### config.mk
export PLATFORM = sky130hd
export DESIGN_NAME = flash_status_id_lockout_ctl
export DESIGN_NICKNAME = d
export VERILOG_FILES = /design/src/flash_host_pkg.sv /design/src/flash_status_id_lockout_ctl.sv /design/src/flash_bus_cycle.sv
export VERILOG_INCLUDE_DIRS = /design/src
export SDC_FILE = /design/constraint.sdc
export NUM_CORES = 1
export LEC_CHECK = 0
export BUFFER_PORTS_ARGS = -buffer_cell sky130_fd_sc_hd__clkbuf_2
export CAP_MARGIN = 20
export CELL_PAD_IN_SITES_DETAIL_PLACEMENT = 1
export CELL_PAD_IN_SITES_GLOBAL_PLACEMENT = 2
export CORE_MARGIN = 2
export CORE_UTILIZATION = 35
export DETAILED_ROUTE_END_ITERATION = 12
export GPL_ROUTABILITY_DRIVEN = 0
export PLACE_DENSITY = 0.75
export SLEW_MARGIN = 20
export SYNTH_ARGS = -nofsm -noshare
export SYNTH_HDL_FRONTEND = slang
export SYNTH_SLANG_ARGS = --single-unit
### constraint.sdc
create_clock -name sys_clk -period 5.85 [get_ports sys_clk]
set_input_delay 0.585 -clock sys_clk [delete_from_list [all_inputs] [get_ports sys_clk]]
set_output_delay 0.585 -clock sys_clk [all_outputs]
set_load 0.05 [all_outputs]
### src/flash_host_defs.svh
// constants for the flash host controller: command codes, pin timing and counts
`ifndef FLASH_HOST_DEFS_SVH
`define FLASH_HOST_DEFS_SVH

// ==========================================================
// command sequence addresses and data (15-bit address, byte data)
`define CMD_ADDR_A        15'h5555
`define CMD_ADDR_B        15'h2aaa
`define CMD_DATA_UNLOCK1  8'haa
`define CMD_DATA_UNLOCK2  8'h55
`define CMD_DATA_PROT     8'ha0
`define CMD_DATA_ID_ENTRY 8'h90
`define CMD_DATA_ID_EXIT  8'hf0
`define CMD_DATA_LOCK_PRE 8'h80
`define CMD_DATA_LOCK_LO  8'h40
`define CMD_DATA_LOCK_HI  8'h60

// ==========================================================
// sector geometry
`define SECTOR_BYTES      128
`define SECTOR_LSB        7

// ==========================================================
// timing in ns, cycles derived at 5 ns clock
`define CLK_PERIOD_NS     5
`define T_WP_NS           90
`define T_WPH_NS          100
`define T_ACC_NS          150
`define T_OEHP_NS         150
`define T_WP_CYC          ((`T_WP_NS + `CLK_PERIOD_NS - 1) / `CLK_PERIOD_NS)
`define T_WPH_CYC         ((`T_WPH_NS + `CLK_PERIOD_NS - 1) / `CLK_PERIOD_NS)
`define T_ACC_CYC         ((`T_ACC_NS + `CLK_PERIOD_NS - 1) / `CLK_PERIOD_NS)
`define T_OEHP_CYC        ((`T_OEHP_NS + `CLK_PERIOD_NS - 1) / `CLK_PERIOD_NS)
// longest quiet span between byte loads before the device starts programming
`define T_BLC_NS          150000
`define T_BLC_CYC         ((`T_BLC_NS + `CLK_PERIOD_NS - 1) / `CLK_PERIOD_NS)

`endif

### src/flash_host_pkg.sv
// types for the flash host controller
package flash_host_pkg;
  typedef enum logic [3:0] {
    OP_READ     = 4'h0,
    OP_PROGRAM  = 4'h1,
    OP_ID_READ  = 4'h2,
    OP_LOCK_LO  = 4'h3,
    OP_LOCK_HI  = 4'h4
  } host_op_t;

  typedef enum logic [1:0] {
    BUS_WRITE = 2'h0,
    BUS_READ  = 2'h1
  } bus_kind_t;
endpackage

### src/flash_status_id_lockout_ctl.sv
// host controller that drives the flash pins for program, id and lockout sequences
// Functional notes
// every byte load of a protected program carries the same sector address bits
// unloaded bytes of a programmed sector become undefined in the device
// device toggle status flips on each read strobe while programming
// host compares successive toggle reads, assumes no fixed polarity
// host polls at one fixed address throughout toggle polling
// id mode returns maker byte at address 0, part byte at address 1
// id mode is lost on power loss; device reads normally afterwards
// id exit sequence returns device to normal read and program
// command writes use byte data and 15-bit hex addresses
// one lockout variant permanently locks the low boot block
// other lockout variant permanently locks the high boot block
// protection state takes effect when the accompanying program cycle ends
// host issues each byte load within the maximum byte-load interval; code waits on wr_data_valid with no load-interval timer
// protected program loads all bytes of the sector in one cycle
// while programming, the poll pin returns the complement of the last bit
`include "flash_host_defs.svh"
module flash_status_id_lockout_ctl
  import flash_host_pkg::*;
#(
  parameter int unsigned SECTOR_BYTES = `SECTOR_BYTES,
  parameter int unsigned POLL_LIMIT   = 4000000,
  parameter int unsigned LOAD_GAP_CYC = `T_BLC_CYC
)
(
  input  wire logic        sys_clk,
  input  wire logic        reset,
  input  wire logic        req_valid,
  input  flash_host_pkg::host_op_t req_op,
  input  wire logic [16:0] req_addr,
  input  wire logic [7:0]  wr_data,
  input  wire logic        wr_data_valid,
  output logic             wr_data_ready,
  output logic             req_ready,
  output logic             resp_valid,
  output logic [7:0]       resp_data,
  output logic             resp_timeout,
  output logic             flash_ce_n,
  output logic             flash_oe_n,
  output logic             flash_we_n,
  output logic [16:0]      flash_addr,
  output logic [7:0]       flash_data_out,
  output logic             flash_data_oe,
  input  wire logic [7:0]  flash_data_in
);
  import flash_host_pkg::*;

  typedef enum logic [7:0] {
    ST_IDLE  = 8'b00000001,
    ST_CMD   = 8'b00000010,
    ST_LOAD  = 8'b00000100,
    ST_POLL1 = 8'b00001000,
    ST_POLL2 = 8'b00010000,
    ST_READ  = 8'b00100000,
    ST_RESP  = 8'b01000000,
    ST_GAP   = 8'b10000000
  } state_t;

  // ==========================================================
  // pin input synchroniser
  logic [7:0] din_meta_reg;
  logic [7:0] din_sync_reg;
  always_ff @(posedge sys_clk or posedge reset) begin
    if (reset) begin
      din_meta_reg <= 8'h00;
      din_sync_reg <= 8'h00;
    end else begin
      din_meta_reg <= flash_data_in;
      din_sync_reg <= din_meta_reg;
    end
  end

  // ==========================================================
  // command sequence table
  state_t     state_reg;
  host_op_t   op_reg;
  logic [16:0] addr_reg;
  logic [2:0] step_reg;
  logic [2:0] nsteps;
  logic [7:0] cnt_bytes_reg;
  logic [7:0] prev_reg;
  logic [31:0] poll_cnt_reg;
  logic [31:0] gap_cnt_reg;
  logic [14:0] seq_addr;
  logic [7:0] seq_data;

  always_comb begin
    nsteps = 3'd3;
    if (op_reg == OP_LOCK_LO || op_reg == OP_LOCK_HI) begin
      nsteps = 3'd6;
    end
  end

  // unlock pair, then operation byte; lockout adds a second unlock
  always_comb begin
    seq_addr = `CMD_ADDR_A;
    seq_data = `CMD_DATA_UNLOCK1;
    unique case (step_reg)
      3'd0: begin seq_addr = `CMD_ADDR_A; seq_data = `CMD_DATA_UNLOCK1; end
      3'd1: begin seq_addr = `CMD_ADDR_B; seq_data = `CMD_DATA_UNLOCK2; end
      3'd2: begin
        seq_addr = `CMD_ADDR_A;
        unique case (op_reg)
          OP_PROGRAM: seq_data = `CMD_DATA_PROT;
          OP_ID_READ: seq_data = `CMD_DATA_ID_ENTRY;
          default:    seq_data = `CMD_DATA_LOCK_PRE;
        endcase
        if (id_exit_reg) begin
          seq_data = `CMD_DATA_ID_EXIT;
        end
      end
      3'd3: begin seq_addr = `CMD_ADDR_A; seq_data = `CMD_DATA_UNLOCK1; end
      3'd4: begin seq_addr = `CMD_ADDR_B; seq_data = `CMD_DATA_UNLOCK2; end
      default: begin
        seq_addr = `CMD_ADDR_A;
        seq_data = (op_reg == OP_LOCK_LO) ? `CMD_DATA_LOCK_LO : `CMD_DATA_LOCK_HI;
      end
    endcase
  end

  // ==========================================================
  // bus cycle engine hookup
  logic        cyc_start;
  bus_kind_t   cyc_kind;
  logic [16:0] cyc_addr;
  logic [7:0]  cyc_wdata;
  logic        cyc_busy;
  logic        cyc_done;
  logic [7:0]  cyc_rdata;
  logic        id_exit_reg;

  always_comb begin
    cyc_start = 1'b0;
    cyc_kind  = BUS_WRITE;
    cyc_addr  = {2'b00, seq_addr};
    cyc_wdata = seq_data;
    if (!cyc_busy && !cyc_done) begin
      unique case (state_reg)
        ST_CMD:  cyc_start = 1'b1;
        ST_LOAD: begin
          // sector bits held from the request; only the byte offset walks
          cyc_start = wr_data_valid;
          cyc_addr  = {addr_reg[16:`SECTOR_LSB], cnt_bytes_reg[6:0]};
          cyc_wdata = wr_data;
        end
        ST_POLL1, ST_POLL2, ST_READ: begin
          cyc_start = 1'b1;
          cyc_kind  = BUS_READ;
          cyc_addr  = addr_reg;
        end
        default: cyc_start = 1'b0;
      endcase
    end
  end

  flash_bus_cycle u_cycle (
    .sys_clk       (sys_clk),
    .reset         (reset),
    .start         (cyc_start),
    .kind          (cyc_kind),
    .addr          (cyc_addr),
    .wdata         (cyc_wdata),
    .pin_data_sync (din_sync_reg),
    .busy          (cyc_busy),
    .done          (cyc_done),
    .rdata         (cyc_rdata),
    .ce_n          (flash_ce_n),
    .oe_n          (flash_oe_n),
    .we_n          (flash_we_n),
    .addr_out      (flash_addr),
    .data_out      (flash_data_out),
    .data_oe       (flash_data_oe)
  );

  always_ff @(posedge sys_clk or posedge reset) begin
    if (reset) begin
      wr_data_ready <= 1'b0;
    end else begin
      wr_data_ready <= (state_reg == ST_LOAD) && !cyc_busy && !cyc_done && !wr_data_ready;
    end
  end

  // ==========================================================
  // sequencer
  always_ff @(posedge sys_clk or posedge reset) begin
    if (reset) begin
      state_reg     <= ST_IDLE;
      op_reg        <= OP_READ;
      addr_reg      <= 17'h00000;
      step_reg      <= 3'd0;
      cnt_bytes_reg <= 8'h00;
      prev_reg      <= 8'h00;
      poll_cnt_reg  <= 32'h00000000;
      gap_cnt_reg   <= 32'h00000000;
      id_exit_reg   <= 1'b0;
      req_ready     <= 1'b0;
      resp_valid    <= 1'b0;
      resp_data     <= 8'h00;
      resp_timeout  <= 1'b0;
    end else begin
      // ready must not wait for valid to drop, or a waiting request deadlocks
      req_ready  <= (state_reg == ST_IDLE);
      resp_valid <= 1'b0;
      unique case (state_reg)
        ST_IDLE: begin
          if (req_valid && req_ready) begin
            op_reg        <= req_op;
            addr_reg      <= req_addr;
            step_reg      <= 3'd0;
            cnt_bytes_reg <= 8'h00;
            poll_cnt_reg  <= 32'h00000000;
            id_exit_reg   <= 1'b0;
            resp_timeout  <= 1'b0;
            req_ready     <= 1'b0;
            state_reg     <= (req_op == OP_READ) ? ST_READ : ST_CMD;
          end
        end
        ST_CMD: begin
          if (cyc_done) begin
            if (step_reg == nsteps - 3'd1) begin
              step_reg <= 3'd0;
              if (id_exit_reg) begin
                state_reg <= ST_RESP;
              end else if (op_reg == OP_ID_READ) begin
                addr_reg  <= {16'h0000, addr_reg[0]};
                state_reg <= ST_READ;
              end else if (op_reg == OP_PROGRAM) begin
                state_reg <= ST_LOAD;
              end else begin
                state_reg <= ST_POLL1;
              end
            end else begin
              step_reg <= step_reg + 3'd1;
            end
          end
        end
        ST_LOAD: begin
          // full sector before program starts; source stall risks the load interval
          if (cyc_done) begin
            if (cnt_bytes_reg == 8'(SECTOR_BYTES - 1)) begin
              gap_cnt_reg <= 32'h00000000;
              state_reg   <= ST_GAP;
            end
            cnt_bytes_reg <= cnt_bytes_reg + 8'h01;
          end
        end
        ST_GAP: begin
          // polls inside the load window see stale data and would fake completion
          gap_cnt_reg <= gap_cnt_reg + 32'h00000001;
          if (gap_cnt_reg == 32'(LOAD_GAP_CYC)) begin
            state_reg <= ST_POLL1;
          end
        end
        ST_POLL1: begin
          if (cyc_done) begin
            prev_reg  <= cyc_rdata;
            state_reg <= ST_POLL2;
          end
        end
        ST_POLL2: begin
          // done when two reads agree on the toggle bit; polarity is never assumed
          if (cyc_done) begin
            prev_reg     <= cyc_rdata;
            poll_cnt_reg <= poll_cnt_reg + 32'h00000001;
            if (cyc_rdata[6] == prev_reg[6]) begin
              state_reg <= ST_READ;
            end else if (poll_cnt_reg == 32'(POLL_LIMIT)) begin
              resp_timeout <= 1'b1;
              state_reg    <= ST_RESP;
            end
          end
        end
        ST_READ: begin
          if (cyc_done) begin
            resp_data <= cyc_rdata;
            if (op_reg == OP_ID_READ) begin
              // leave id mode at once; power loss would also clear it
              id_exit_reg <= 1'b1;
              op_reg      <= OP_READ;
              state_reg   <= ST_CMD;
            end else begin
              state_reg <= ST_RESP;
            end
          end
        end
        ST_RESP: begin
          resp_valid <= 1'b1;
          state_reg  <= ST_IDLE;
        end
        default: state_reg <= ST_IDLE;
      endcase
    end
  end

endmodule

### src/flash_bus_cycle.sv
// single strobe cycle engine: one write or one read on the flash pins
`include "flash_host_defs.svh"
module flash_bus_cycle
  import flash_host_pkg::*;
(
  input  wire logic      sys_clk,
  input  wire logic      reset,
  input  wire logic      start,
  input  flash_host_pkg::bus_kind_t kind,
  input  wire logic [16:0] addr,
  input  wire logic [7:0]  wdata,
  input  wire logic [7:0]  pin_data_sync,
  output logic           busy,
  output logic           done,
  output logic [7:0]     rdata,
  output logic           ce_n,
  output logic           oe_n,
  output logic           we_n,
  output logic [16:0]    addr_out,
  output logic [7:0]     data_out,
  output logic           data_oe
);
  // ==========================================================
  // strobe phase then recovery phase; read waits access time plus sync delay
  localparam int unsigned SYNC_CYC = 2;
  logic [7:0] cnt_reg;
  logic       phase_reg;
  logic       is_read_reg;

  always_ff @(posedge sys_clk or posedge reset) begin
    if (reset) begin
      busy        <= 1'b0;
      done        <= 1'b0;
      phase_reg   <= 1'b0;
      is_read_reg <= 1'b0;
      cnt_reg     <= 8'h00;
      ce_n        <= 1'b1;
      oe_n        <= 1'b1;
      we_n        <= 1'b1;
      addr_out    <= 17'h00000;
      data_out    <= 8'h00;
      data_oe     <= 1'b0;
      rdata       <= 8'h00;
    end else begin
      done <= 1'b0;
      if (!busy && start) begin
        busy        <= 1'b1;
        phase_reg   <= 1'b0;
        is_read_reg <= (kind == BUS_READ);
        addr_out    <= addr;
        ce_n        <= 1'b0;
        if (kind == BUS_READ) begin
          oe_n    <= 1'b0;
          data_oe <= 1'b0;
          cnt_reg <= 8'(`T_ACC_CYC + SYNC_CYC);
        end else begin
          // output enable stays high while both write strobes are low
          we_n     <= 1'b0;
          data_out <= wdata;
          data_oe  <= 1'b1;
          cnt_reg  <= 8'(`T_WP_CYC);
        end
      end else if (busy) begin
        if (cnt_reg != 8'h00) begin
          cnt_reg <= cnt_reg - 8'h01;
        end else if (!phase_reg) begin
          phase_reg <= 1'b1;
          ce_n      <= 1'b1;
          oe_n      <= 1'b1;
          we_n      <= 1'b1;
          if (is_read_reg) begin
            rdata <= pin_data_sync;
          end
          // high time also gives the toggle status its oe high pulse
          cnt_reg <= 8'(is_read_reg ? `T_OEHP_CYC : `T_WPH_CYC);
        end else begin
          busy    <= 1'b0;
          done    <= 1'b1;
          data_oe <= 1'b0;
        end
      end
    end
  end
endmodule

# --- Word-level counts from Yosys, hierarchy flattened ---
# Cells that the tools add are included.
word_totals:
  wordCells: 221
  in_bits: 41
  out_inout_bits: 41
  register_bits: 189
classes:
  n_eq_ne: 42
  addsub: 6
  mux: 95
  n_bitwise: 5
  n_reduce_logical: 44
ops:
  columns: ["operator", "n"]
  rows:
  - ["$mux W8", 20]
  - ["$mux W32", 4]
  - ["$pmux W32 S2", 2]
  - ["$mux W17", 6]
  - ["$pmux W17 S2", 2]
  - ["$add A32 B1 Y32 const B", 2]
  - ["$pmux W8 S7", 1]
  - ["$mux W1", 36]
  - ["$eq A32 B15 Y1 const B", 1]
  - ["$eq A32 B22 Y1 const B", 1]
  - ["$mux W6", 4]
  - ["$pmux W8 S3", 1]
  - ["$reduce_and A3 Y1", 7]
  - ["$mux W4", 5]
  - ["$ne A2 B2 Y1 const B", 10]
  - ["$eq A8 B7 Y1 const B", 2]
  - ["$ne A2 B1 Y1 const B", 8]
  - ["$pmux W8 S2", 1]
  - ["$mux W15", 1]
  - ["$mux W7", 2]
  - ["$reduce_bool A2 Y1", 7]
  - ["$mux W3", 4]
  - ["$pmux W6 S2", 1]
  - ["$reduce_and A4 Y1", 3]
  - ["38 further kinds", 61]

# --- Depth between registers and ports, before layout ---
# Gate-level depths: netlist of run 1.
depth:
  word_depth: 8
  ltp_mapped: 9
  depth_no_buf: 8

# --- By module ---
# A second synthesis of run 1 with hierarchy kept.
unflattened:
  cells_unflattened: 883
  hier_area_um2: 8818.5
modules_own_cells:
  columns: ["module", "n_inst", "cells_each", "seq_area_each_um2", "area_each_um2"]
  rows:
  - ["flash_status_id_lockout_ctl", 1, 696, 3354.5, 6747.7]
  - ["flash_bus_cycle", 1, 187, 1229.9, 2070.7]

# --- Least setup slack after synthesis of run 1 ---
# No wires, ideal clock.
synth_path:
  kind: "register to register"
  from: "register state_reg[5]"
  to: "register u_cycle.addr_out[11]"
  stages_incl_launch_ff: 10
  setup_time_ns: 0.129
  slack_ns: 3.625
  t_arrival_ns: 2.096
  n_path_buf: 3
  period_less_slack_ns: 2.225
  required_time_ns: 5.721
  path_cell_list: "dfrtp_1 -> buf_2 -> or4_4 -> or3_4 -> a21oi_4 -> nor2b_1 -> buf_2 -> buf_6 -> nand2_1 -> o21ai_1"
synth_via:
  elab_chain_len: 5
  elab_cells_between_ends: 12
  classes_between: "eq/ne (5); mux (4); reduce/logical (3)"
synth_rtl:
  columns: ["element", "line", "text"]
  rows:
  - ["start, declared", "flash_status_id_lockout_ctl.sv:76", "state_t state_reg;"]
  - ["start signal, assigned", "flash_status_id_lockout_ctl.sv:216", "state_reg <= (req_op == OP_READ) ? ST_READ : ST_CMD;"]
  - ["$eq A8 B4 Y1 (tied with other cells)", "flash_status_id_lockout_ctl.sv:139", "unique case (state_reg)"]
  - ["$reduce_or A4 Y1 (no source line)", null, null]
  - ["$pmux W1 S2", "flash_status_id_lockout_ctl.sv:139", null]
  - ["$mux W1", "flash_status_id_lockout_ctl.sv:138", "if (!cyc_busy && !cyc_done) begin"]
  - ["$logic_and A1 B1 Y1", "flash_bus_cycle.sv:46", "if (!busy && start) begin"]
  - ["end signal, assigned", "flash_bus_cycle.sv:50", "addr_out <= addr;"]
  - ["end, declared", "flash_bus_cycle.sv:19", "output logic [16:0] addr_out,"]
# Parallel ways exist; a longest one is shown, timed or not.
# A chain may end at the register's enable or synchronous reset.

# --- Worst setup path after layout of run 1 ---
layout_path:
  from: "register state_reg[0]"
  to: "register poll_cnt_reg[25]"
layout_via:
  elab_chain_len: 3
  elab_cells_between_ends: 7
  classes_between: "eq/ne (4); mux (1); reduce/logical (2)"
layout_rtl:
  columns: ["element", "line", "text"]
  rows:
  - ["$eq A8 B5 Y1 / $eq A8 B1 Y1 (equally long branches)", "flash_status_id_lockout_ctl.sv:205", "unique case (state_reg)"]
  - ["$ne A2 B1 Y1 (no source line) / $reduce_bool A2 Y1 (equally long branches)", null, null]
  - ["$reduce_and A3 Y1 (no source line)", null, null]
  - ["end signal, assigned", "flash_status_id_lockout_ctl.sv:265", "poll_cnt_reg <= poll_cnt_reg + 32'h00000001;"]
  - ["end, declared", "flash_status_id_lockout_ctl.sv:83", "logic [31:0] poll_cnt_reg;"]
# Parallel ways exist; a longest one is shown, timed or not.

==> impl_metrics.json, run 1 <==
{
  "insertion_delay_ns": 0.44,
  "grt_util_all_layers_pct": 17.9,
  "syn_avg_cell_area_sq_um": 10.2,
  "numCtsBuffers": 17,
  "r2r_cells": 6,
  "synth_edf_count": 0,
  "antenna_cells": 0,
  "vdd_drop_max_uv": 205,
  "ys.flop_type": "dfrtp_1",
  "grt_pass1_vias": 6986,
  "cp-start-kind": "flip-flop",
  "synth_cell_types": 67,
  "first_pass_iters": 5,
  "grt_setup_unrepaired": "false",
  "cts_resized": 0,
  "synth_top_area_share_pct": 51.6,
  "final-hold-violation-count": 0,
  "ys_ff_latch": 183,
  "dp_cells": 1235,
  "cts.path.max_buffers": 2,
  "postCtsHoldBufs": 0,
  "core_area_sq_mm": 0.0243,
  "fmaxAchievable_mhz": 341,
  "drc_errors": 0,
  "synth_cells": 855,
  "critPathRequiredTime_ns": 6.21,
  "drive_above_1_share_pct": 17.0,
  "yosys_warnings": 0,
  "stdcell_area_sq_mm": 0.00996,
  "drv_slew": 0,
  "wl_mm": 22.2,
  "ios": 82,
  "min_path_cells": 1,
  "synth.most_common_cell": "dfrtp_1",
  "htreeDepth": 4,
  "ant_nets": 0,
  "finClkSkew_ns": 0.0191,
  "area_growth_pct": 14.7,
  "grt-ovfl-total": 0,
  "setup_slack_ns": 2.92,
  "syn-cell-area_sq_mm": 0.00868,
  "drt-initial-drc-count": 299,
  "finalSetupViolations": 0,
  "async_flop_share_pct": 100,
  "synth_nets": 908,
  "vias": 6692,
  "grt_start_max_net_pins": 123,
  "grt_pass1_wl_mm": 37.2,
  "yosysTopAreaCell": "dfrtp_1",
  "worst_slew_pin_slew_ns": 1.04,
  "start_util_pct": 35.7,
  "max-cap-violations": 0,
  "die_w_microns": 162,
  "slew-limit-headroom_pct": 30.9,
  "p_per_area_mw_per_mm2": 419,
  "critPathKind": "flip-flop to flip-flop",
  "holdWs_ns": 0.249,
  "dp_slack_ns": 2.94,
  "arrival_ns": 3.29,
  "timing.final.crit_share_pct": 50.1,
  "cp-end-kind": "flip-flop",
  "cts.clk_slew.worst_paths_ns": 0.07,
  "fin_cells": 1266,
  "post_cts.repair.setup_buffers": 0,
  "hold_class": "input port to flip-flop",
  "min_period_ns": 2.93,
  "status": "completed",
  "startpoint": "state_reg[0]",
  "viasPerCell": 5.29,
  "die_area_sq_mm": 0.0261,
  "power_mw": 4.18,
  "synth_area_leaders": "dfrtp_1 (52%), nor2_1 (4.6%), nand2_1 (3.5%)",
  "clock-sinks": 183,
  "chipHeight_microns": 162,
  "placed_area_sq_mm": 0.00941,
  "seq_area_frac_synth_pct": 52.8,
  "setup-tns-final_ns": 0,
  "antenna_found_initial": 0,
  "min-delay-start": "flash_data_in[4]",
  "layout.nets": 983,
  "p_leak_nw": 4.55,
  "synthTopCellsByCount": "dfrtp_1 (179), nor2_1 (106), nand2_1 (81)",
  "r2r_start": "state_reg[0]",
  "rows": 57,
  "portBuffers": 81,
  "post-route-util_pct": 40.9,
  "crit_path_max_fanout": 15,
  "avgRoutedWirePerCell_microns": 17.6,
  "cts_tree": "built",
  "hpwl_mm": 15.4,
  "cts-root-buf": "clkbuf_16"
}
==> metal layers <==
layer  track usage (%)  part of all wire [%]  vias up  wire [microns]
li1                  -                     -     3206               -
met1              23.9                    48     3380           10600
met2              30.1                    49       89           10800
met3              3.18                   2.5       17             552
met4              4.99                  0.94        0             209
met5                 0                     0        -               0
==> worst max-delay path: stages, from the launching register on <==
cell and delay (ns):
dfstp_2 0.58, nor4b_2 0.48, nand2_1 0.29, a2111oi_4 0.97, nand4_1 0.22, xor2_1 0.20, nor2_1 0.12
==> cells in the final DEF, fill, tap and decap left out, types with 9 or more instances in the layout <==
| cell type | Yosys | final |
|---|---|---|
| clkbuf_2 | 0 | 81 |
| inv_1 | 19 | 18 |
| and3_1 | 13 | 13 |
| a21oi_1 | 28 | 28 |
| and4_1 | 9 | 9 |
| ha_1 | 12 | 12 |
| dfrtp_1 | 179 | 179 |
| a22o_1 | 19 | 19 |
| o21ai_0 | 44 | 44 |
| nand4_1 | 29 | 29 |
| nor2_1 | 106 | 105 |
| xnor2_1 | 25 | 25 |
| nor3_1 | 23 | 23 |
| nand2_1 | 81 | 81 |
| nand3_1 | 41 | 41 |
| clkbuf_16 | 0 | 17 |
| xor2_1 | 33 | 33 |
| a22oi_1 | 9 | 9 |
| mux2_2 | 20 | 20 |
| nor4b_1 | 9 | 9 |
==> final timing paths <==
kind                                       end  slack [ns]
max                           poll_cnt_reg[25]        2.92
min reg2reg                    din_sync_reg[5]        0.35
max reg2reg                   poll_cnt_reg[25]        2.92
max in group asynchronous      din_sync_reg[1]        4.15
min in group asynchronous  u_cycle.data_out[3]        0.30
min                            din_meta_reg[4]        0.25
==> cell families after synthesis <==
family	synth area share, %
flip-flops	52.8
AND/OR/NAND/NOR	22.3
multiplexers	2.82
buffers and inverters	2.51
AO/OA/AOI/OAI	11.9
adder cells (fa/ha/maj)	1.73
XOR/XNOR	5.85
==> where the power goes <==
part	leakage (nW)	switching, mW	total [mW]	internal, mW
combinational	1.88	0.892	1.30	0.410
sequential	2.40	0.243	1.78	1.54
clock	0.269	0.506	1.10	0.590
==> final cells by class <==
cell class	instances	area, sq um
fillers	2715	14400
flip-flops and latches	183	4580
multi-input cells	622	3890
clock buffers	22	484
repair buffers	87	450
well taps	324	405
inverters	19	78.8
clock inverters	9	65.1
Note: power is estimated with default switching activity, not from simulation.
==> inputs of run 2 (changes only) <==
--- a/config.mk
+++ b/config.mk
@@ -11,10 +11,10 @@
 export CELL_PAD_IN_SITES_DETAIL_PLACEMENT = 1
 export CELL_PAD_IN_SITES_GLOBAL_PLACEMENT = 2
 export CORE_MARGIN = 2
-export CORE_UTILIZATION = 35
+export CORE_UTILIZATION = 38
 export DETAILED_ROUTE_END_ITERATION = 12
 export GPL_ROUTABILITY_DRIVEN = 0
-export PLACE_DENSITY = 0.75
+export PLACE_DENSITY = 0.78
 export SLEW_MARGIN = 20
 export SYNTH_ARGS = -nofsm -noshare
 export SYNTH_HDL_FRONTEND = slang
==> constraint.sdc (replaced) <==
create_clock -name sys_clk -period 2.93 [get_ports sys_clk]
set_input_delay 0.293 -clock sys_clk [delete_from_list [all_inputs] [get_ports sys_clk]]
set_output_delay 0.293 -clock sys_clk [all_outputs]
set_load 0.05 [all_outputs]
==> impl_metrics.json, run 2 (same netlist as run 1, synthesis figures left out) <==
{
  "cp-start-kind": "flip-flop",
  "r2r_start": "state_reg[6]",
  "portBuffers": 81,
  "drt-initial-drc-count": 427,
  "arrival_ns": 2.92,
  "ff_latch_area_sq_mm": 0.00458,
  "min_path_cells": 3,
  "clock-sinks": 183,
  "drv_slew": 0,
  "viasPerCell": 5.40,
  "min_period_ns": 2.62,
  "r2r-end": "poll_cnt_reg[21]",
  "finalSetupViolations": 0,
  "layout_common_cells": "dfrtp_1 (179), nor2_1 (105), nand2_1 (81), clkbuf_2 (81), o21ai_0 (44)",
  "status": "completed",
  "ant_nets": 0,
  "post-route-util_pct": 45.4,
  "first_pass_iters": 4,
  "numCtsBuffers": 17,
  "rows": 55,
  "fmaxAchievable_mhz": 381,
  "cts.clk_slew.worst_paths_ns": 0.08,
  "cts_resized": 0,
  "grt_util_all_layers_pct": 19.7,
  "die_w_microns": 155,
  "drive_above_1_share_pct": 18.6,
  "antenna_cells": 0,
  "grt_pass1_vias": 7167,
  "die_area_sq_mm": 0.0241,
  "slew-limit-headroom_pct": 49.2,
  "vias": 6791,
  "critPathRequiredTime_ns": 3.23,
  "multiInputGateArea_sq_mm": 0.00389,
  "p_leak_nw": 4.71,
  "fillers": 2527,
  "reg2reg_slack_ns": 0.31,
  "final_common_cell": "dfrtp_1",
  "cts-root-buf": "clkbuf_16",
  "antenna_found_initial": 0,
  "hpwl_mm": 15.6,
  "power_mw": 8.49,
  "r2r_cells": 7,
  "chipHeight_microns": 155,
  "max-cap-violations": 0,
  "grt_pass1_wl_mm": 38.1,
  "ios": 82,
  "insertion_delay_ns": 0.43,
  "avgRoutedWirePerCell_microns": 17.7,
  "wl_mm": 22.3,
  "start_util_pct": 38.6,
  "cp-end-kind": "flip-flop",
  "grt_setup_unrepaired": "false",
  "finClkSkew_ns": 0.0156,
  "setup-tns-final_ns": 0,
  "hold_class": "input port to flip-flop",
  "grt-ovfl-total": 0,
  "stdcell_area_sq_mm": 0.0102,
  "hold_end": "op_reg[3]",
  "drc_errors": 0,
  "vdd_drop_max_uv": 363,
  "layout.nets": 1012,
  "p_per_area_mw_per_mm2": 831,
  "final-hold-violation-count": 0,
  "core_area_sq_mm": 0.0225,
  "worst_slew_pin_slew_ns": 0.753,
  "min-delay-start": "req_op[3]",
  "htreeDepth": 4,
  "cts.path.max_buffers": 2,
  "crit_path_max_fanout": 15,
  "critPathKind": "flip-flop to flip-flop",
  "area_growth_pct": 17.7,
  "timing.final.crit_share_pct": 89.5,
  "cts_tree": "built",
  "grt_start_max_net_pins": 77,
  "placed_area_sq_mm": 0.00954
}
[run 2: critical path: stages (launching register included)]
cell and delay (ns):
dfrtp_1 0.46, nor4_4 0.63, nand2_1 0.35, a2111oi_4 0.40, buf_4 0.29, and3_1 0.20, xnor2_1 0.11, nor2_1 0.05
[run 2: area by class of cell]
| class | count | share of cell area, % |
|---|---|---|
| clock buffers | 18 | 4.20 |
| clock inverters | 14 | 1.54 |
| inverters | 19 | 0.735 |
| multi-input cells | 622 | 38.1 |
| flip-flops and latches | 183 | 44.9 |
| well taps | 285 | 3.49 |
| repair buffers | 116 | 7.13 |
[run 2: where the power goes]
part | leakage, nW | internal, mW | switching [mW]
Clock | 0.287 | 1.15 | 1.13
Combinational | 2.02 | 0.866 | 1.79
Sequential | 2.40 | 3.06 | 0.489
Total | 4.71 | 5.08 | 3.42
[run 2: repair_timing]
action,in CTS,in global routing
hold buffers,9,0
setup buffers,0,0
setup endpoints to repair,0,0
endpoints found under the hold margin,28,0
[run 2: worst max-delay path by stage]
stage                             from                to  slack [ns]
final                     state_reg[6]  poll_cnt_reg[21]        0.31
after global routing      state_reg[6]  poll_cnt_reg[31]        0.18
after CTS                 state_reg[6]  poll_cnt_reg[21]        0.36
after detailed placement  state_reg[6]  poll_cnt_reg[21]        0.39
after global placement    state_reg[6]   gap_cnt_reg[31]        0.41
after floorplan                  reset       addr_reg[0]        0.29
[run 2: routing by layer]
metal	global-route usage [%]	vias up	part of all wire, %
met3	3.26	15	2.8
met1	26.8	3423	48
met4	4.59	0	0.98
li1	-	3253	-
met2	33.1	100	48
met5	0	-	0
[run 2: metrics by stage]
step                      setup slack, ns  std cells  hold slack (ns)
after floorplan                     0.290        855            0.324
after global placement              0.412       1216            0.334
after detailed placement            0.389       1216            0.336
after CTS                           0.364       1257           0.0546
after global routing                0.185       1257           0.0640
final                               0.308       1257           0.0699
==> inputs of run 3 (changes only) <==
--- a/config.mk
+++ b/config.mk
@@ -6,13 +6,13 @@
 export SDC_FILE = /design/constraint.sdc
 export NUM_CORES = 1
 export LEC_CHECK = 0
-export BUFFER_PORTS_ARGS = -buffer_cell sky130_fd_sc_hd__clkbuf_2
 export CAP_MARGIN = 20
 export CELL_PAD_IN_SITES_DETAIL_PLACEMENT = 1
 export CELL_PAD_IN_SITES_GLOBAL_PLACEMENT = 2
 export CORE_MARGIN = 2
-export CORE_UTILIZATION = 38
+export CORE_UTILIZATION = 41
 export DETAILED_ROUTE_END_ITERATION = 12
+export DONT_BUFFER_PORTS = 1
 export GPL_ROUTABILITY_DRIVEN = 0
 export PLACE_DENSITY = 0.78
 export SLEW_MARGIN = 20
==> constraint.sdc (replaced) <==
create_clock -name sys_clk -period 2.93 [get_ports sys_clk]
set_input_delay 0.7325 -clock sys_clk [delete_from_list [all_inputs] [get_ports sys_clk]]
set_output_delay 0.7325 -clock sys_clk [all_outputs]
set_load 0.05 [all_outputs]
==> impl_metrics.json, run 3 (same netlist as run 1, synthesis figures left out) <==
{
  "status": "completed",
  "die_area_sq_mm": 0.0224,
  "min_period_ns": 2.67,
  "stdcell_area_sq_mm": 0.00977,
  "crit_path_max_fanout": 16,
  "finClkSkew_ns": 0.0152,
  "setup_slack_ns": 0.256,
  "wl_mm": 22.8,
  "max-cap-violations": 0,
  "p_per_area_mw_per_mm2": 864,
  "chipHeight_microns": 150,
  "rows": 53,
  "numCtsBuffers": 17,
  "area_growth_pct": 12.5,
  "vias": 6650,
  "cts_resized": 0,
  "clock-sinks": 183,
  "cts.clk_slew.worst_paths_ns": 0.07,
  "drv_slew": 0,
  "postCtsHoldBufs": 0,
  "post_cts.repair.setup_buffers": 0,
  "htreeDepth": 4,
  "antenna_cells": 0,
  "crit_family": "simple AND/OR/NAND/NOR gates",
  "grt_start_max_net_pins": 58,
  "final-hold-violation-count": 0,
  "cts_tree": "built",
  "grt_setup_unrepaired": "false",
  "vdd_drop_max_uv": 422,
  "insertion_delay_ns": 0.44,
  "critPathKind": "flip-flop to flip-flop",
  "timing.final.crit_share_pct": 91.3,
  "slowest_delay_ns": 0.59,
  "grt_pass1_vias": 7155,
  "p_leak_nw": 4.36,
  "finalSetupViolations": 0,
  "fmaxAchievable_mhz": 374,
  "cts.path.max_buffers": 2,
  "layout.nets": 922,
  "r2r-end": "gap_cnt_reg[21]",
  "drc_errors": 0,
  "grt_util_all_layers_pct": 21.5,
  "viasPerCell": 5.75,
  "ant_nets": 0,
  "first_pass_iters": 4,
  "crit_buf_inv": 0,
  "cts-root-buf": "clkbuf_16",
  "cp-end-kind": "flip-flop",
  "dp_slack_ns": 0.286,
  "ios": 82,
  "arrival_ns": 2.98,
  "portBuffers": 0,
  "start_util_pct": 41.6,
  "final_common_cell": "dfrtp_1",
  "power_mw": 8.44,
  "avgRoutedWirePerCell_microns": 19.7,
  "critPathRequiredTime_ns": 3.24,
  "post-route-util_pct": 46.8,
  "grt-ovfl-total": 0,
  "hpwl_mm": 16.1,
  "r2r_start": "state_reg[6]",
  "core_area_sq_mm": 0.0209,
  "cp-start-kind": "flip-flop",
  "slowest_stage": "nor4_4",
  "drive_above_1_share_pct": 11.7,
  "hold_class": "input port to async pin",
  "antenna_found_initial": 0,
  "setup-tns-final_ns": 0,
  "crit_chain": "nor4_4 -> nand3_1 -> o21a_1 -> nor4b_1 -> xnor2_1 -> nor2_1",
  "worst_slew_pin_slew_ns": 0.818,
  "placed_area_sq_mm": 0.00916,
  "slew-limit-headroom_pct": 45.4,
  "die_w_microns": 150,
  "r2r_cells": 6,
  "drt-initial-drc-count": 365,
  "grt_pass1_wl_mm": 37.9,
  "layout_common_cells": "dfrtp_1 (179), nor2_1 (105), nand2_1 (81), o21ai_0 (44), nand3_1 (41)",
  "reg2reg_slack_ns": 0.26
}
[run 3: changes by cell type in the layout (fill, tap and decap cells not counted), sizes merged]
cell         delta
bufinv          +1
clkbuf         -82
dlygate4sd3     -9
[run 3: area by class of cell]
class / instances / area, sq um
fillers: 2302 / 11100
repair buffers: 26 / 258
clock buffers: 17 / 425
inverters: 19 / 75.1
flip-flops and latches: 183 / 4580
well taps: 275 / 344
clock inverters: 15 / 185
multi-input cells: 622 / 3900
[run 3: per-layer routing]
layer	part of all wire, %	GRT usage (%)	vias to the layer above
met4	1.5	6.14	0
met5	0	0	-
met3	4.2	4.73	24
met1	45	27.5	3424
li1	-	-	3084
met2	49	36.6	118
[run 3: worst max-delay path by stage]
stage | start | end | slack, ns | cells after the start
after floorplan | reset | addr_reg[0] | -0.15 | 1
after global placement | op_reg[0] | state_reg[4] | 0.34 | 5
after detailed placement | state_reg[0] | u_cycle.cnt_reg[7] | 0.29 | 7
after CTS | state_reg[0] | u_cycle.cnt_reg[7] | 0.27 | 7
after global routing | state_reg[6] | gap_cnt_reg[21] | 0.08 | 6
final | state_reg[6] | gap_cnt_reg[21] | 0.26 | 6
[run 3: through the flow]
stage | std cells | hold slack (ns)
finish | 1157 | 0.321
global route | 1157 | 0.297
CTS | 1157 | 0.304
detailed placement | 1125 | 0.336
global placement | 1125 | 0.333
floorplan | 855 | 0.331
[run 3: power breakdown]
part / internal (mW) / total, mW / switching, mW
sequential: 3.06 / 4.20 / 1.14
clock: 1.23 / 2.36 / 1.13
combinational: 0.755 / 1.88 / 1.12
